<file path="src/design/pmc_params.svh">
/*
 * constants of the management register bank: register addresses, control bit
 * positions, strap pin positions, reset values and timing counts.
 * assumes a 100 MHz system clock and the standard two-wire management frame.
 */
`ifndef PMC_PARAMS_SVH
`define PMC_PARAMS_SVH

`define PMC_ADDR_CTRL        5'h00
`define PMC_ADDR_PORT_CFG    5'h10
`define PMC_ADDR_STATUS2     5'h11
`define PMC_ADDR_INT_MASK    5'h12
`define PMC_ADDR_INT_CAUSE   5'h13
`define PMC_ADDR_INDICATOR   5'h14
`define PMC_ADDR_DIGITAL     5'h1a
`define PMC_ADDR_TX_CTRL     5'h1e

`define PMC_BIT_RESET        15
`define PMC_BIT_LOOPBACK     14
`define PMC_BIT_SPEED_LO     13
`define PMC_BIT_AN_EN        12
`define PMC_BIT_POWER_DOWN   11
`define PMC_BIT_ISOLATE      10
`define PMC_BIT_RESTART_AN   9
`define PMC_BIT_DUPLEX       8
`define PMC_BIT_COL_TEST     7
`define PMC_BIT_SPEED_HI     6
`define PMC_CTRL_RSVD_ZERO   6'h00

`define PMC_STRAP_AN_EN      2
`define PMC_STRAP_SPEED_LO   1
`define PMC_STRAP_DUPLEX     0

`define PMC_VENDOR_RST       16'h0000
`define PMC_VENDOR_COUNT     5
`define PMC_READ_NONE        16'h0000

`define PMC_PREAMBLE_BITS    6'h20
`define PMC_CMD_LAST         6'h0b
`define PMC_TA_LAST          6'h01
`define PMC_DATA_LAST        6'h0f
`define PMC_OP_WRITE         2'h1
`define PMC_OP_READ          2'h2

`define PMC_CLK_PERIOD_NS    10
`define PMC_SOFT_RESET_NS    1000
`define PMC_SOFT_RESET_CYC   ((`PMC_SOFT_RESET_NS + `PMC_CLK_PERIOD_NS - 1) / `PMC_CLK_PERIOD_NS)

`endif

</file>
<file path="src/design/pmc_pkg.sv">
/*
 * types of the management register bank.
 * assumes pmc_params.svh for all numeric constants.
 */
package pmc_pkg;
    typedef enum logic [2:0] {
        PMC_PRE   = 3'h0,
        PMC_START = 3'h1,
        PMC_CMD   = 3'h2,
        PMC_TA    = 3'h3,
        PMC_DATA  = 3'h4
    } pmc_frame_state_type;
endpackage : pmc_pkg
</file>
<file path="src/design/pmc_mdio_serial.sv">
/*
 * management serial frame engine: decodes read and write frames, drives read data.
 * assumes mdc and mdio synchronous to clk_in, mdc slower than clk_in / 4.
 */
`timescale 1ns/1ps
`include "pmc_params.svh"

module pmc_mdio_serial (
    input  wire logic        clk_in,
    input  wire logic        rst_n_in,
    input  wire logic        mdc_in,
    input  wire logic        mdio_in,
    input  wire logic [4:0]  phy_addr_in,
    input  wire logic [15:0] rd_data_in,
    output logic             mdio_out,
    output logic             mdio_oe_out,
    output logic             wr_stb_out,
    output logic [4:0]       reg_addr_out,
    output logic [15:0]      wr_data_out
);
    pmc_pkg::pmc_frame_state_type state, next_state;
    logic [5:0]  cnt, next_cnt;
    logic [15:0] shift, next_shift;
    logic        is_read, next_is_read;
    logic        mdc_q;
    logic        next_mdio_out, next_mdio_oe, next_wr_stb;
    logic [4:0]  next_reg_addr;
    logic [15:0] next_wr_data;
    logic        rise, fall;
    logic [11:0] cmd;

    always_comb begin
        rise = mdc_in & ~mdc_q;
        fall = ~mdc_in & mdc_q;
        cmd = {shift[10:0], mdio_in};
        next_state = state;
        next_cnt = cnt;
        next_shift = shift;
        next_is_read = is_read;
        next_mdio_out = mdio_out;
        next_mdio_oe = mdio_oe_out;
        next_wr_stb = 1'b0;
        next_reg_addr = reg_addr_out;
        next_wr_data = wr_data_out;
        if (rise) begin
            unique case (state)
                pmc_pkg::PMC_PRE: begin
                    if (mdio_in) begin
                        if (cnt != `PMC_PREAMBLE_BITS) next_cnt = cnt + 6'h01;
                    end else if (cnt == `PMC_PREAMBLE_BITS) begin
                        next_state = pmc_pkg::PMC_START;
                    end else begin
                        next_cnt = 6'h00;
                    end
                end
                pmc_pkg::PMC_START: begin
                    next_cnt = 6'h00;
                    next_state = mdio_in ? pmc_pkg::PMC_CMD : pmc_pkg::PMC_PRE;
                end
                pmc_pkg::PMC_CMD: begin
                    next_shift = {shift[14:0], mdio_in};
                    next_cnt = cnt + 6'h01;
                    if (cnt == `PMC_CMD_LAST) begin
                        next_cnt = 6'h00;
                        // frames for another station or with a bad opcode are dropped
                        if (cmd[9:5] == phy_addr_in &&
                            (cmd[11:10] == `PMC_OP_WRITE || cmd[11:10] == `PMC_OP_READ)) begin
                            next_state = pmc_pkg::PMC_TA;
                            next_is_read = (cmd[11:10] == `PMC_OP_READ);
                            next_reg_addr = cmd[4:0];
                        end else begin
                            next_state = pmc_pkg::PMC_PRE;
                        end
                    end
                end
                pmc_pkg::PMC_TA: begin
                    next_cnt = cnt + 6'h01;
                    if (cnt == `PMC_TA_LAST) begin
                        next_cnt = 6'h00;
                        next_state = pmc_pkg::PMC_DATA;
                    end
                end
                pmc_pkg::PMC_DATA: begin
                    if (!is_read) next_shift = {shift[14:0], mdio_in};
                    next_cnt = cnt + 6'h01;
                    if (cnt == `PMC_DATA_LAST) begin
                        next_cnt = 6'h00;
                        next_state = pmc_pkg::PMC_PRE;
                        if (!is_read) begin
                            next_wr_data = {shift[14:0], mdio_in};
                            next_wr_stb = 1'b1;
                        end
                    end
                end
                default: begin
                    next_state = pmc_pkg::PMC_PRE;
                    next_cnt = 6'h00;
                end
            endcase
        end
        if (fall) begin
            // first turnaround bit stays released, second is driven low
            next_mdio_oe = is_read && ((state == pmc_pkg::PMC_TA && cnt == `PMC_TA_LAST) ||
                                       state == pmc_pkg::PMC_DATA);
            next_mdio_out = 1'b0;
            if (state == pmc_pkg::PMC_TA && cnt == 6'h00 && is_read) next_shift = rd_data_in;
            if (state == pmc_pkg::PMC_DATA && is_read) begin
                next_mdio_out = shift[15];
                next_shift = {shift[14:0], 1'b0};
            end
        end
    end

    always_ff @(posedge clk_in) begin
        if (!rst_n_in) begin
            state <= pmc_pkg::PMC_PRE;
            cnt <= 6'h00;
            shift <= 16'h0000;
            is_read <= 1'b0;
            mdc_q <= 1'b0;
            mdio_out <= 1'b0;
            mdio_oe_out <= 1'b0;
            wr_stb_out <= 1'b0;
            reg_addr_out <= 5'h00;
            wr_data_out <= 16'h0000;
        end else begin
            state <= next_state;
            cnt <= next_cnt;
            shift <= next_shift;
            is_read <= next_is_read;
            mdc_q <= mdc_in;
            mdio_out <= next_mdio_out;
            mdio_oe_out <= next_mdio_oe;
            wr_stb_out <= next_wr_stb;
            reg_addr_out <= next_reg_addr;
            wr_data_out <= next_wr_data;
        end
    end
endmodule : pmc_mdio_serial

</file>
<file path="src/design/pmc_phy_mgmt_regs.sv">
/*
 * management register bank of a 10/100 transceiver: basic control register and
 * the vendor register map, reached over the management serial pins.
 * assumes strap pins and status inputs synchronous to SYS_CLK_IN.
 */
`timescale 1ns/1ps
`include "pmc_params.svh"

module pmc_phy_mgmt_regs (
    input  wire logic        SYS_CLK_IN,
    input  wire logic        RST_N_IN,
    input  wire logic        MDC_IN,
    input  wire logic        MDIO_IN,
    output logic             MDIO_OUT,
    output logic             MDIO_OE_OUT,
    input  wire logic [4:0]  PHY_ADDR_IN,
    input  wire logic [2:0]  HW_CONFIG_PINS_IN,
    input  wire logic [15:0] SECONDARY_STATUS_IN,
    input  wire logic [15:0] INTERRUPT_CAUSE_IN,
    output logic             SPEED_100_OUT,
    output logic             FULL_DUPLEX_OUT,
    output logic             AUTONEG_EN_OUT,
    output logic             LOOPBACK_OUT,
    output logic             POWER_DOWN_OUT,
    output logic             ISOLATE_OUT,
    output logic             COLLISION_TEST_OUT,
    output logic             SOFT_RESET_OUT,
    output logic             RESTART_AN_OUT,
    output logic [15:0]      PORT_CONFIG_OUT,
    output logic [15:0]      INTERRUPT_MASK_OUT,
    output logic [15:0]      INDICATOR_SETUP_OUT,
    output logic [15:0]      DIGITAL_SETUP_OUT,
    output logic [15:0]      TRANSMITTER_CONTROL_OUT
);
    // soft reset length is rounded up to whole clock cycles
    localparam logic [7:0] RESET_CYC = 8'(`PMC_SOFT_RESET_CYC);

    logic        wr_stb;
    logic [4:0]  reg_addr;
    logic [15:0] wr_data;
    logic [15:0] read_word, next_read_word;

    logic        loopback, next_loopback;
    logic        speed_lo, next_speed_lo;
    logic        an_en, next_an_en;
    logic        power_down, next_power_down;
    logic        isolate, next_isolate;
    logic        duplex, next_duplex;
    logic        col_test, next_col_test;
    logic        speed_hi, next_speed_hi;
    logic        speed_100, next_speed_100;
    logic        reset_busy, next_reset_busy;
    logic        restart_an, next_restart_an;
    logic [7:0]  reset_cnt, next_reset_cnt;
    logic [15:0] vend [`PMC_VENDOR_COUNT];
    logic [15:0] next_vend [`PMC_VENDOR_COUNT];
    logic [3:0]  wr_hit, rd_hit;
    logic        ctrl_wr, load_defaults;

    // {hit, index} of a vendor read/write register
    function automatic logic [3:0] vend_slot(input logic [4:0] addr);
        unique case (addr)
            `PMC_ADDR_PORT_CFG:  vend_slot = 4'h8;
            `PMC_ADDR_INT_MASK:  vend_slot = 4'h9;
            `PMC_ADDR_INDICATOR: vend_slot = 4'ha;
            `PMC_ADDR_DIGITAL:   vend_slot = 4'hb;
            `PMC_ADDR_TX_CTRL:   vend_slot = 4'hc;
            default:             vend_slot = 4'h0;
        endcase
    endfunction : vend_slot

    pmc_mdio_serial pmc_mdio_serial_inst (
        .clk_in      (SYS_CLK_IN),
        .rst_n_in    (RST_N_IN),
        .mdc_in      (MDC_IN),
        .mdio_in     (MDIO_IN),
        .phy_addr_in (PHY_ADDR_IN),
        .rd_data_in  (read_word),
        .mdio_out    (MDIO_OUT),
        .mdio_oe_out (MDIO_OE_OUT),
        .wr_stb_out  (wr_stb),
        .reg_addr_out(reg_addr),
        .wr_data_out (wr_data)
    );

    // writes that land while a soft reset runs are dropped: the device is in reset
    always_comb begin
        wr_hit = vend_slot(reg_addr);
        rd_hit = vend_slot(reg_addr);
        ctrl_wr = wr_stb && !reset_busy && reg_addr == `PMC_ADDR_CTRL;
        load_defaults = ctrl_wr && wr_data[`PMC_BIT_RESET];
        next_loopback = loopback;
        next_speed_lo = speed_lo;
        next_an_en = an_en;
        next_power_down = power_down;
        next_isolate = isolate;
        next_duplex = duplex;
        next_col_test = col_test;
        next_speed_hi = speed_hi;
        next_restart_an = 1'b0;
        next_reset_busy = reset_busy;
        next_reset_cnt = reset_cnt;
        if (reset_busy) begin
            next_reset_cnt = reset_cnt - 8'h01;
            if (reset_cnt == 8'h00) next_reset_busy = 1'b0;
        end
        if (load_defaults) begin
            next_reset_busy = 1'b1;
            next_reset_cnt = RESET_CYC - 8'h01;
            next_loopback = 1'b0;
            next_power_down = 1'b0;
            next_isolate = 1'b0;
            next_col_test = 1'b0;
            next_speed_hi = 1'b0;
            next_an_en = HW_CONFIG_PINS_IN[`PMC_STRAP_AN_EN];
            next_speed_lo = HW_CONFIG_PINS_IN[`PMC_STRAP_SPEED_LO];
            next_duplex = HW_CONFIG_PINS_IN[`PMC_STRAP_DUPLEX];
        end else if (ctrl_wr) begin
            next_loopback = wr_data[`PMC_BIT_LOOPBACK];
            next_speed_lo = wr_data[`PMC_BIT_SPEED_LO];
            next_an_en = wr_data[`PMC_BIT_AN_EN];
            next_power_down = wr_data[`PMC_BIT_POWER_DOWN];
            next_isolate = wr_data[`PMC_BIT_ISOLATE];
            next_duplex = wr_data[`PMC_BIT_DUPLEX];
            next_col_test = wr_data[`PMC_BIT_COL_TEST];
            next_speed_hi = wr_data[`PMC_BIT_SPEED_HI];
            next_restart_an = wr_data[`PMC_BIT_RESTART_AN];
        end
        // the unsupported and reserved codes both fall back to 10 Mbps
        next_speed_100 = !next_speed_hi && next_speed_lo;
        // read word is registered: the frame engine latches it cycles after the address
        if (reg_addr == `PMC_ADDR_CTRL) begin
            next_read_word = {reset_busy, loopback, speed_lo, an_en, power_down, isolate,
                              restart_an, duplex, col_test, speed_hi,
                              `PMC_CTRL_RSVD_ZERO};
        end else if (reg_addr == `PMC_ADDR_STATUS2) begin
            next_read_word = SECONDARY_STATUS_IN;
        end else if (reg_addr == `PMC_ADDR_INT_CAUSE) begin
            next_read_word = INTERRUPT_CAUSE_IN;
        end else if (rd_hit[3]) begin
            next_read_word = vend[rd_hit[2:0]];
        end else begin
            next_read_word = `PMC_READ_NONE;
        end
    end

    always_ff @(posedge SYS_CLK_IN) begin
        if (!RST_N_IN) begin
            loopback <= 1'b0;
            isolate <= 1'b0;
            an_en <= HW_CONFIG_PINS_IN[`PMC_STRAP_AN_EN];
            speed_lo <= HW_CONFIG_PINS_IN[`PMC_STRAP_SPEED_LO];
            duplex <= HW_CONFIG_PINS_IN[`PMC_STRAP_DUPLEX];
            speed_100 <= HW_CONFIG_PINS_IN[`PMC_STRAP_SPEED_LO];
            power_down <= 1'b0;
            col_test <= 1'b0;
            speed_hi <= 1'b0;
            restart_an <= 1'b0;
            reset_busy <= 1'b0;
            reset_cnt <= 8'h00;
            read_word <= 16'h0000;
        end else begin
            loopback <= next_loopback;
            isolate <= next_isolate;
            an_en <= next_an_en;
            speed_lo <= next_speed_lo;
            duplex <= next_duplex;
            speed_100 <= next_speed_100;
            power_down <= next_power_down;
            col_test <= next_col_test;
            speed_hi <= next_speed_hi;
            restart_an <= next_restart_an;
            reset_busy <= next_reset_busy;
            reset_cnt <= next_reset_cnt;
            read_word <= next_read_word;
        end
    end

    // vendor words are plain storage, field meanings are handled outside this bank
    genvar gi;
    generate
        for (gi = 0; gi < `PMC_VENDOR_COUNT; gi++) begin : g_vend
            always_comb begin
                next_vend[gi] = vend[gi];
                if (load_defaults) begin
                    next_vend[gi] = `PMC_VENDOR_RST;
                end else if (wr_stb && !reset_busy && wr_hit == {1'b1, 3'(gi)}) begin
                    next_vend[gi] = wr_data;
                end
            end
            always_ff @(posedge SYS_CLK_IN) begin
                if (!RST_N_IN) begin
                    vend[gi] <= `PMC_VENDOR_RST;
                end else begin
                    vend[gi] <= next_vend[gi];
                end
            end
        end
    endgenerate

    assign SPEED_100_OUT = speed_100;
    assign FULL_DUPLEX_OUT = duplex;
    assign AUTONEG_EN_OUT = an_en;
    assign LOOPBACK_OUT = loopback;
    assign POWER_DOWN_OUT = power_down;
    assign ISOLATE_OUT = isolate;
    assign COLLISION_TEST_OUT = col_test;
    assign SOFT_RESET_OUT = reset_busy;
    assign RESTART_AN_OUT = restart_an;
    assign PORT_CONFIG_OUT = vend[0];
    assign INTERRUPT_MASK_OUT = vend[1];
    assign INDICATOR_SETUP_OUT = vend[2];
    assign DIGITAL_SETUP_OUT = vend[3];
    assign TRANSMITTER_CONTROL_OUT = vend[4];
endmodule : pmc_phy_mgmt_regs

</file>
<file path="config.mk">
export PLATFORM = sky130hd
export DESIGN_NAME = pmc_phy_mgmt_regs
export DESIGN_NICKNAME = d
export VERILOG_FILES = /design/src/design/pmc_pkg.sv /design/src/design/pmc_mdio_serial.sv /design/src/design/pmc_phy_mgmt_regs.sv
export VERILOG_INCLUDE_DIRS = /design/src /design/src/design
export SDC_FILE = /design/constraint.sdc
export NUM_CORES = 1
export LEC_CHECK = 0
export BUFFER_PORTS_ARGS = -buffer_cell sky130_fd_sc_hd__buf_2
export CORE_ASPECT_RATIO = 0.8
export CORE_UTILIZATION = 42
export DETAILED_ROUTE_END_ITERATION = 16
export SKIP_CTS_REPAIR_TIMING = 1
export SYNTH_ARGS = -nofsm -noshare
export SYNTH_HDL_FRONTEND = slang
export SYNTH_SLANG_ARGS = --single-unit
export TNS_END_PERCENT = 10
</file>
<file path="constraint.sdc">
create_clock -name SYS_CLK_IN -period 4.7 [get_ports SYS_CLK_IN]
set_input_delay 0.235 -clock SYS_CLK_IN [delete_from_list [all_inputs] [get_ports SYS_CLK_IN]]
set_output_delay 0.235 -clock SYS_CLK_IN [all_outputs]
set_load 0.01 [all_outputs]
</file>
==> run metrics, run 1 <==
Final period util=67.6%; critical path peak fanout=91; htree depth=4; syn nets=961; via count=7,106; Initial Util=43.6%; clock buffer depth=2; Achievable Freq=315 MHz; Post-synth EDFFs=2; Pre-antenna DRT Iters=6; HPWL Detailed=16.4 mm; number of vias per cell=5.70; core area=0.0176 mm^2; initial antenna violation count=0; Remaining DRCs=0; final non-filler cell total=1,246; Netlist cell types=67; Final setup viols=0; WL/cell=19.2 um; sequential fraction of the synthesis area=43.4%; global-route wire length before repair=36.9 mm; Critical Path Start Type=register; Rel. slew slack=15.0%; Synth Area per Inst=8.45 um^2; GR Overflow Total=0; Layout Nets=1,058; Ys Warns=0; register area=0.00334 mm^2; CTS buffer count=17; # diodes=0; total power=2.98 mW; Tightest Pin Transition=1.27 ns; vias in the first global route=6,420; fill cell count=1,724; GRT Total Usage=25.6%; Lkg Pwr=3.73 nW; multi-input logic area=0.00404 mm^2; top_reg_cell synth=dfxtp_1; Clock Skews=0.00882 ns; Core Rows=43; worst skew pair latency=0.42 ns; max-cap violations=0; maximum VDD drop=216 uV; number of synthesized register bits=166; crit path kind=reg -> reg; Worst Setup Slack, final=1.52 ns; RD Place Congestion=0.892; dpl cells=1,214; Die H=123 um; Mapped Cells=911; Syn Std Cell Area=0.00770 mm^2; IO Pins=135; Fin. Hold Viols=0; WP data arrival=3.35 ns; 1st-iter DRT viols=520; FFs w/ async S/R, synth=0%; fin util=51.5%; R2R Setup Slk=1.52 ns; status=finished clean; clock tree sinks=166; unrepaired setup endpoints after global routing=no; top cell type's share of synthesized area=42.6%; top cells by area, synth=dfxtp_1 (43%), mux2i_1 (8.8%), nand2_1 (6.0%); CTS tree=done; nature of the critical path endpoint=register; type of the most critical hold path=in -> reg; proportion of layout cells with a drive suffix above 1=19.6%; Hold Crit Start=HW_CONFIG_PINS_IN[1]; Tmin final=3.18 ns; launching point of the worst reg2reg path=pmc_mdio_serial_inst.reg_addr_out[1]; Area Overhead vs Synth=18.0%; post-route setup TNS=0 ns; CTS root buf=clkbuf_16; # port buffers=134; crit path launch=pmc_mdio_serial_inst.reg_addr_out[1]; Die X=153 um; pre-CTS WS=1.53 ns; die area=0.0189 mm^2; largest area contributor in the netlist=dfxtp_1; Post-DRT Antenna Nets=0; Data required, critical path=4.87 ns; Clock Pin Slew Worst Setup and Hold Paths=0.06 ns; Power Density=328 mW/mm^2; pin count of the biggest net entering global routing=92; total routed wirelength=24.0 mm; Max Slew Vio Count=0
==> kinds of logic (layout without fill, tap and decap cells) <==
kind of cell,after synthesis,after routing,share of synthesized area [%]
simple gates,343,343,21.3
compound gates,236,236,19.4
buf+inv,79,189,4.55
flops,166,166,43.4
xor+xnor,10,10,1.14
mux,71,71,9.28
fa+ha+maj,6,6,0.975
==> synth_stat cells, types with 4 or more instances <==
library cell and instances:
a2111oi_0 5, a211oi_1 18, a21boi_0 5, a21oi_1 87, a22o_1 10, a22oi_1 7, and2_1 5, buf_2 16
clkbuf_1 44, dfxtp_1 164, ha_1 6, inv_1 13, mux2i_1 68, nand2_1 124, nand2b_1 16, nand3_1 8
nand3b_1 4, nand4_1 4, nor2_1 104, nor2b_1 9, nor3_1 23, nor3_2 4, nor4_1 8, o2111a_1 6
o211ai_1 6, o21ai_0 57, o221a_2 4, o221ai_1 6, o22ai_1 5, or3_1 4, or4_1 4, xnor2_1 6
xor2_1 4
==> layer usage <==
layer | GRT usage (%) | wire length, um
met2 | 38.5 | 10200
met5 | 0 | 0
met3 | 4.24 | 1600
met4 | 7.81 | 447
met1 | 37.3 | 11700
==> layout by cell type (no fill, tap or decap), drive strengths merged, types with 4 or more instances in the layout <==
cell type / count
a2111oi: 5
a211oi: 18
mux2i: 68
or3: 4
nand3b: 4
or4: 5
o2111a: 6
o21ai: 57
nor3: 27
nand2: 125
nor2b: 9
a21oi: 87
xnor2: 6
inv: 14
and2: 5
nand4: 4
o22ai: 5
a21boi: 5
clkinv: 5
a22oi: 7
dfxtp: 164
ha: 6
o221ai: 6
nor4: 8
xor2: 4
o211ai: 6
clkbuf: 20
o221a: 4
nand2b: 16
buf: 144
nand3: 8
a22o: 10
nor2: 104
==> final timing paths <==
kind / endpoint / cells after the start
min: speed_lo / 2
max: AUTONEG_EN_OUT / 4
min reg2reg: vend[0][3] / 2
max reg2reg: AUTONEG_EN_OUT / 4
==> worst max-delay path, cell delays in order, from the launching register on <==
cell and delay [ns]:
dfxtp_1 0.58, or4_4 0.66, or4b_1 0.73, nand2_8 0.52, mux2_2 0.40
==> power breakdown <==
part / switching [mW] / internal, mW
registers: 0.00320 / 1.41
logic: 0.0532 / 0.0287
clock network: 0.584 / 0.894
==> state kept, by name, indices dropped and copies added, names as in the netlist, 3 cells and up <==
name / cells
pmc_mdio_serial_inst.cnt: 6
pmc_mdio_serial_inst.reg_addr_out: 5
pmc_mdio_serial_inst.shift: 16
pmc_mdio_serial_inst.state: 3
pmc_mdio_serial_inst.wr_data_out: 16
read_word: 16
reset_cnt: 8
vend: 80
==> through the flow <==
| stage | cell area [um^2] | hold WS [ns] |
|---|---|---|
| after detailed placement | 8460 | 0.463 |
| after CTS | 9080 | 0.0379 |
| after floorplan | 7700 | 0.353 |
| after global routing | 9080 | 0.0439 |
| after global placement | 8460 | 0.462 |
| final | 9080 | 0.0500 |
==> layout make-up <==
type	instances	share of cell area, %
Tap cell	225	3.10
Multi-Input combinational cell	666	44.5
Clock buffer	20	5.26
Timing Repair Buffer	144	8.21
Sequential cell	166	36.8
Inverter	13	0.537
Clock inverter	12	1.63
Power figures use the tool's default switching activity.
==> run 2, diff against run 1 <==
--- a/config.mk
+++ b/config.mk
@@ -10,6 +10,7 @@
 export CORE_ASPECT_RATIO = 0.8
 export CORE_UTILIZATION = 42
 export DETAILED_ROUTE_END_ITERATION = 16
+export PLACE_DENSITY = 0.65
 export SKIP_CTS_REPAIR_TIMING = 1
 export SYNTH_ARGS = -nofsm -noshare
 export SYNTH_HDL_FRONTEND = slang
==> constraint.sdc (replaced) <==
create_clock -name SYS_CLK_IN -period 2.79 [get_ports SYS_CLK_IN]
set_input_delay 0.1395 -clock SYS_CLK_IN [delete_from_list [all_inputs] [get_ports SYS_CLK_IN]]
set_output_delay 0.1395 -clock SYS_CLK_IN [all_outputs]
set_load 0.01 [all_outputs]
==> run 2 against run 1 <==
- sequential power increased by 68%
- highest routed layer unchanged
- first-iteration DRC count increased by 46%
- total power increased by 65%
- critical path depth increased by 1
- largest power group is now registers
==> run metrics, run 2 (synthesis results as in run 1) <==
status=finished clean; CTS tree=done; clock tree sinks=166; R2R Setup Slk=0.35 ns; number of vias per cell=5.71; proportion of layout cells with a drive suffix above 1=21.0%; Worst Setup Slack, final=0.351 ns; Critical Path Start Type=register; Lkg Pwr=3.82 nW; WL/cell=19.0 um; critical path peak fanout=40; Die H=123 um; register area=0.00334 mm^2; Largest register FFs=80; most common cell after layout, fill and taps aside=dfxtp_1; die area=0.0189 mm^2; dpl cells=1,235; multi-input logic area=0.00403 mm^2; Core Rows=43; Power Density=533 mW/mm^2; Post-DRT Antenna Nets=0; maximum VDD drop=340 uV; clock buffer depth=2; Initial Util=43.6%; Reg2Reg Depth=5; Final setup viols=0; Clock Skews=0.00637 ns; Die X=153 um; total routed wirelength=24.2 mm; Rel. slew slack=42.8%; type of the most critical hold path=in -> reg; worst skew pair latency=0.43 ns; nature of the critical path endpoint=register; post-route setup TNS=0 ns; Clock Pin Slew Worst Setup and Hold Paths=0.06 ns; largest reg by FF count=vend; vias in the first global route=6,670; crit path capture=vend[1][9]; fill cell count=1,683; htree depth=4; Tightest Pin Transition=0.858 ns; unrepaired setup endpoints after global routing=no; CTS root buf=clkbuf_16; # port buffers=134; final instance area=0.00924 mm^2; HPWL Detailed=16.9 mm; Tmin final=2.44 ns; total power=4.92 mW; max-cap violations=0; 1st-iter DRT viols=757; launching point of the worst reg2reg path=pmc_mdio_serial_inst.reg_addr_out[0]; GRT Total Usage=26.4%; Remaining DRCs=0; core area=0.0176 mm^2; Pre-antenna DRT Iters=6; most frequent cells in the layout=dfxtp_1 (164), buf_2 (134), nand2_1 (124); CTS buffer count=17; final non-filler cell total=1,270; Final period util=87.4%; crit path launch=pmc_mdio_serial_inst.reg_addr_out[0]; Fin. Hold Viols=0; # diodes=0; Data required, critical path=3.09 ns; Max Slew Vio Count=0; Area Overhead vs Synth=19.9%; IO Pins=135; via count=7,249; global-route wire length before repair=38.1 mm; Critical R2R Capture=vend[1][9]; pin count of the biggest net entering global routing=45; WP data arrival=2.74 ns; placed cell areas=0.00861 mm^2; RD Place Congestion=0.878; pre-CTS WS=0.390 ns; Layout Nets=1,082; Achievable Freq=410 MHz; crit path kind=reg -> reg; initial antenna violation count=0; GR Overflow Total=0
run 2: cell count changes in the layout (fill, tap and decap cells not counted), moves of 2 or more:
cell / before / now
nor3_2: 5 / 3
buf_4: 10 / 31
clkinvlp_4: 3 / 5
inv_6: 0 / 3
nor3_1: 20 / 22
clkbuf_8: 2 / 0
dlygate4sd3_1: 0 / 3
run 2: how the worst min path moves through the flow:
| stage | startpoint | to | slack (ns) | depth (start not counted) |
|---|---|---|---|---|
| after floorplan | HW_CONFIG_PINS_IN[1] | speed_lo | 0.26 | 1 |
| after global placement | HW_CONFIG_PINS_IN[1] | speed_lo | 0.37 | 2 |
| after detailed placement | HW_CONFIG_PINS_IN[1] | speed_lo | 0.37 | 2 |
| after CTS | HW_CONFIG_PINS_IN[1] | speed_lo | -0.06 | 2 |
| after global routing | SECONDARY_STATUS_IN[4] | read_word[4] | 0.009 | 2 |
| final | SECONDARY_STATUS_IN[1] | read_word[1] | 0.01 | 2 |
run 2: worst max-delay path, cell delays in order (launching register included):
cell and delay (ns):
dfxtp_1 0.32, or4_4 0.57, or4b_1 0.64, nand2_8 0.24, buf_4 0.42, nor2_1 0.11
run 2: layer usage:
layer	GRT usage [%]	vias to the layer above	wire length, um
met3	5.50	26	1980
li1	-	3480	-
met2	38.6	337	10300
met5	0	-	0
met4	8.50	0	400
met1	38.7	3406	11500
run 2: cell type report:
| class | instances | area share, % |
|---|---|---|
| inverter | 13 | 0.528 |
| clock inverter | 14 | 1.60 |
| tap | 225 | 3.05 |
| clock buffer | 18 | 4.88 |
| timing repair buffer | 168 | 10.1 |
| sequential | 166 | 36.2 |
| multi-input combinational | 666 | 43.6 |
run 2: power breakdown:
group / switching [mW] / total, mW / leakage (nW) / internal, mW
Sequential: 0.00532 / 2.39 / 1.34 / 2.38
Clock: 1.02 / 2.39 / 0.280 / 1.38
Combinational: 0.0921 / 0.145 / 2.20 / 0.0528
run 2: through the flow:
stage,hold slack (ns),utilization (%)
after floorplan,0.257,-
after global placement,0.367,48.8
after detailed placement,0.372,48.8
after CTS,-0.0629,52.2
after global routing,0.00946,52.3
final,0.0120,52.3
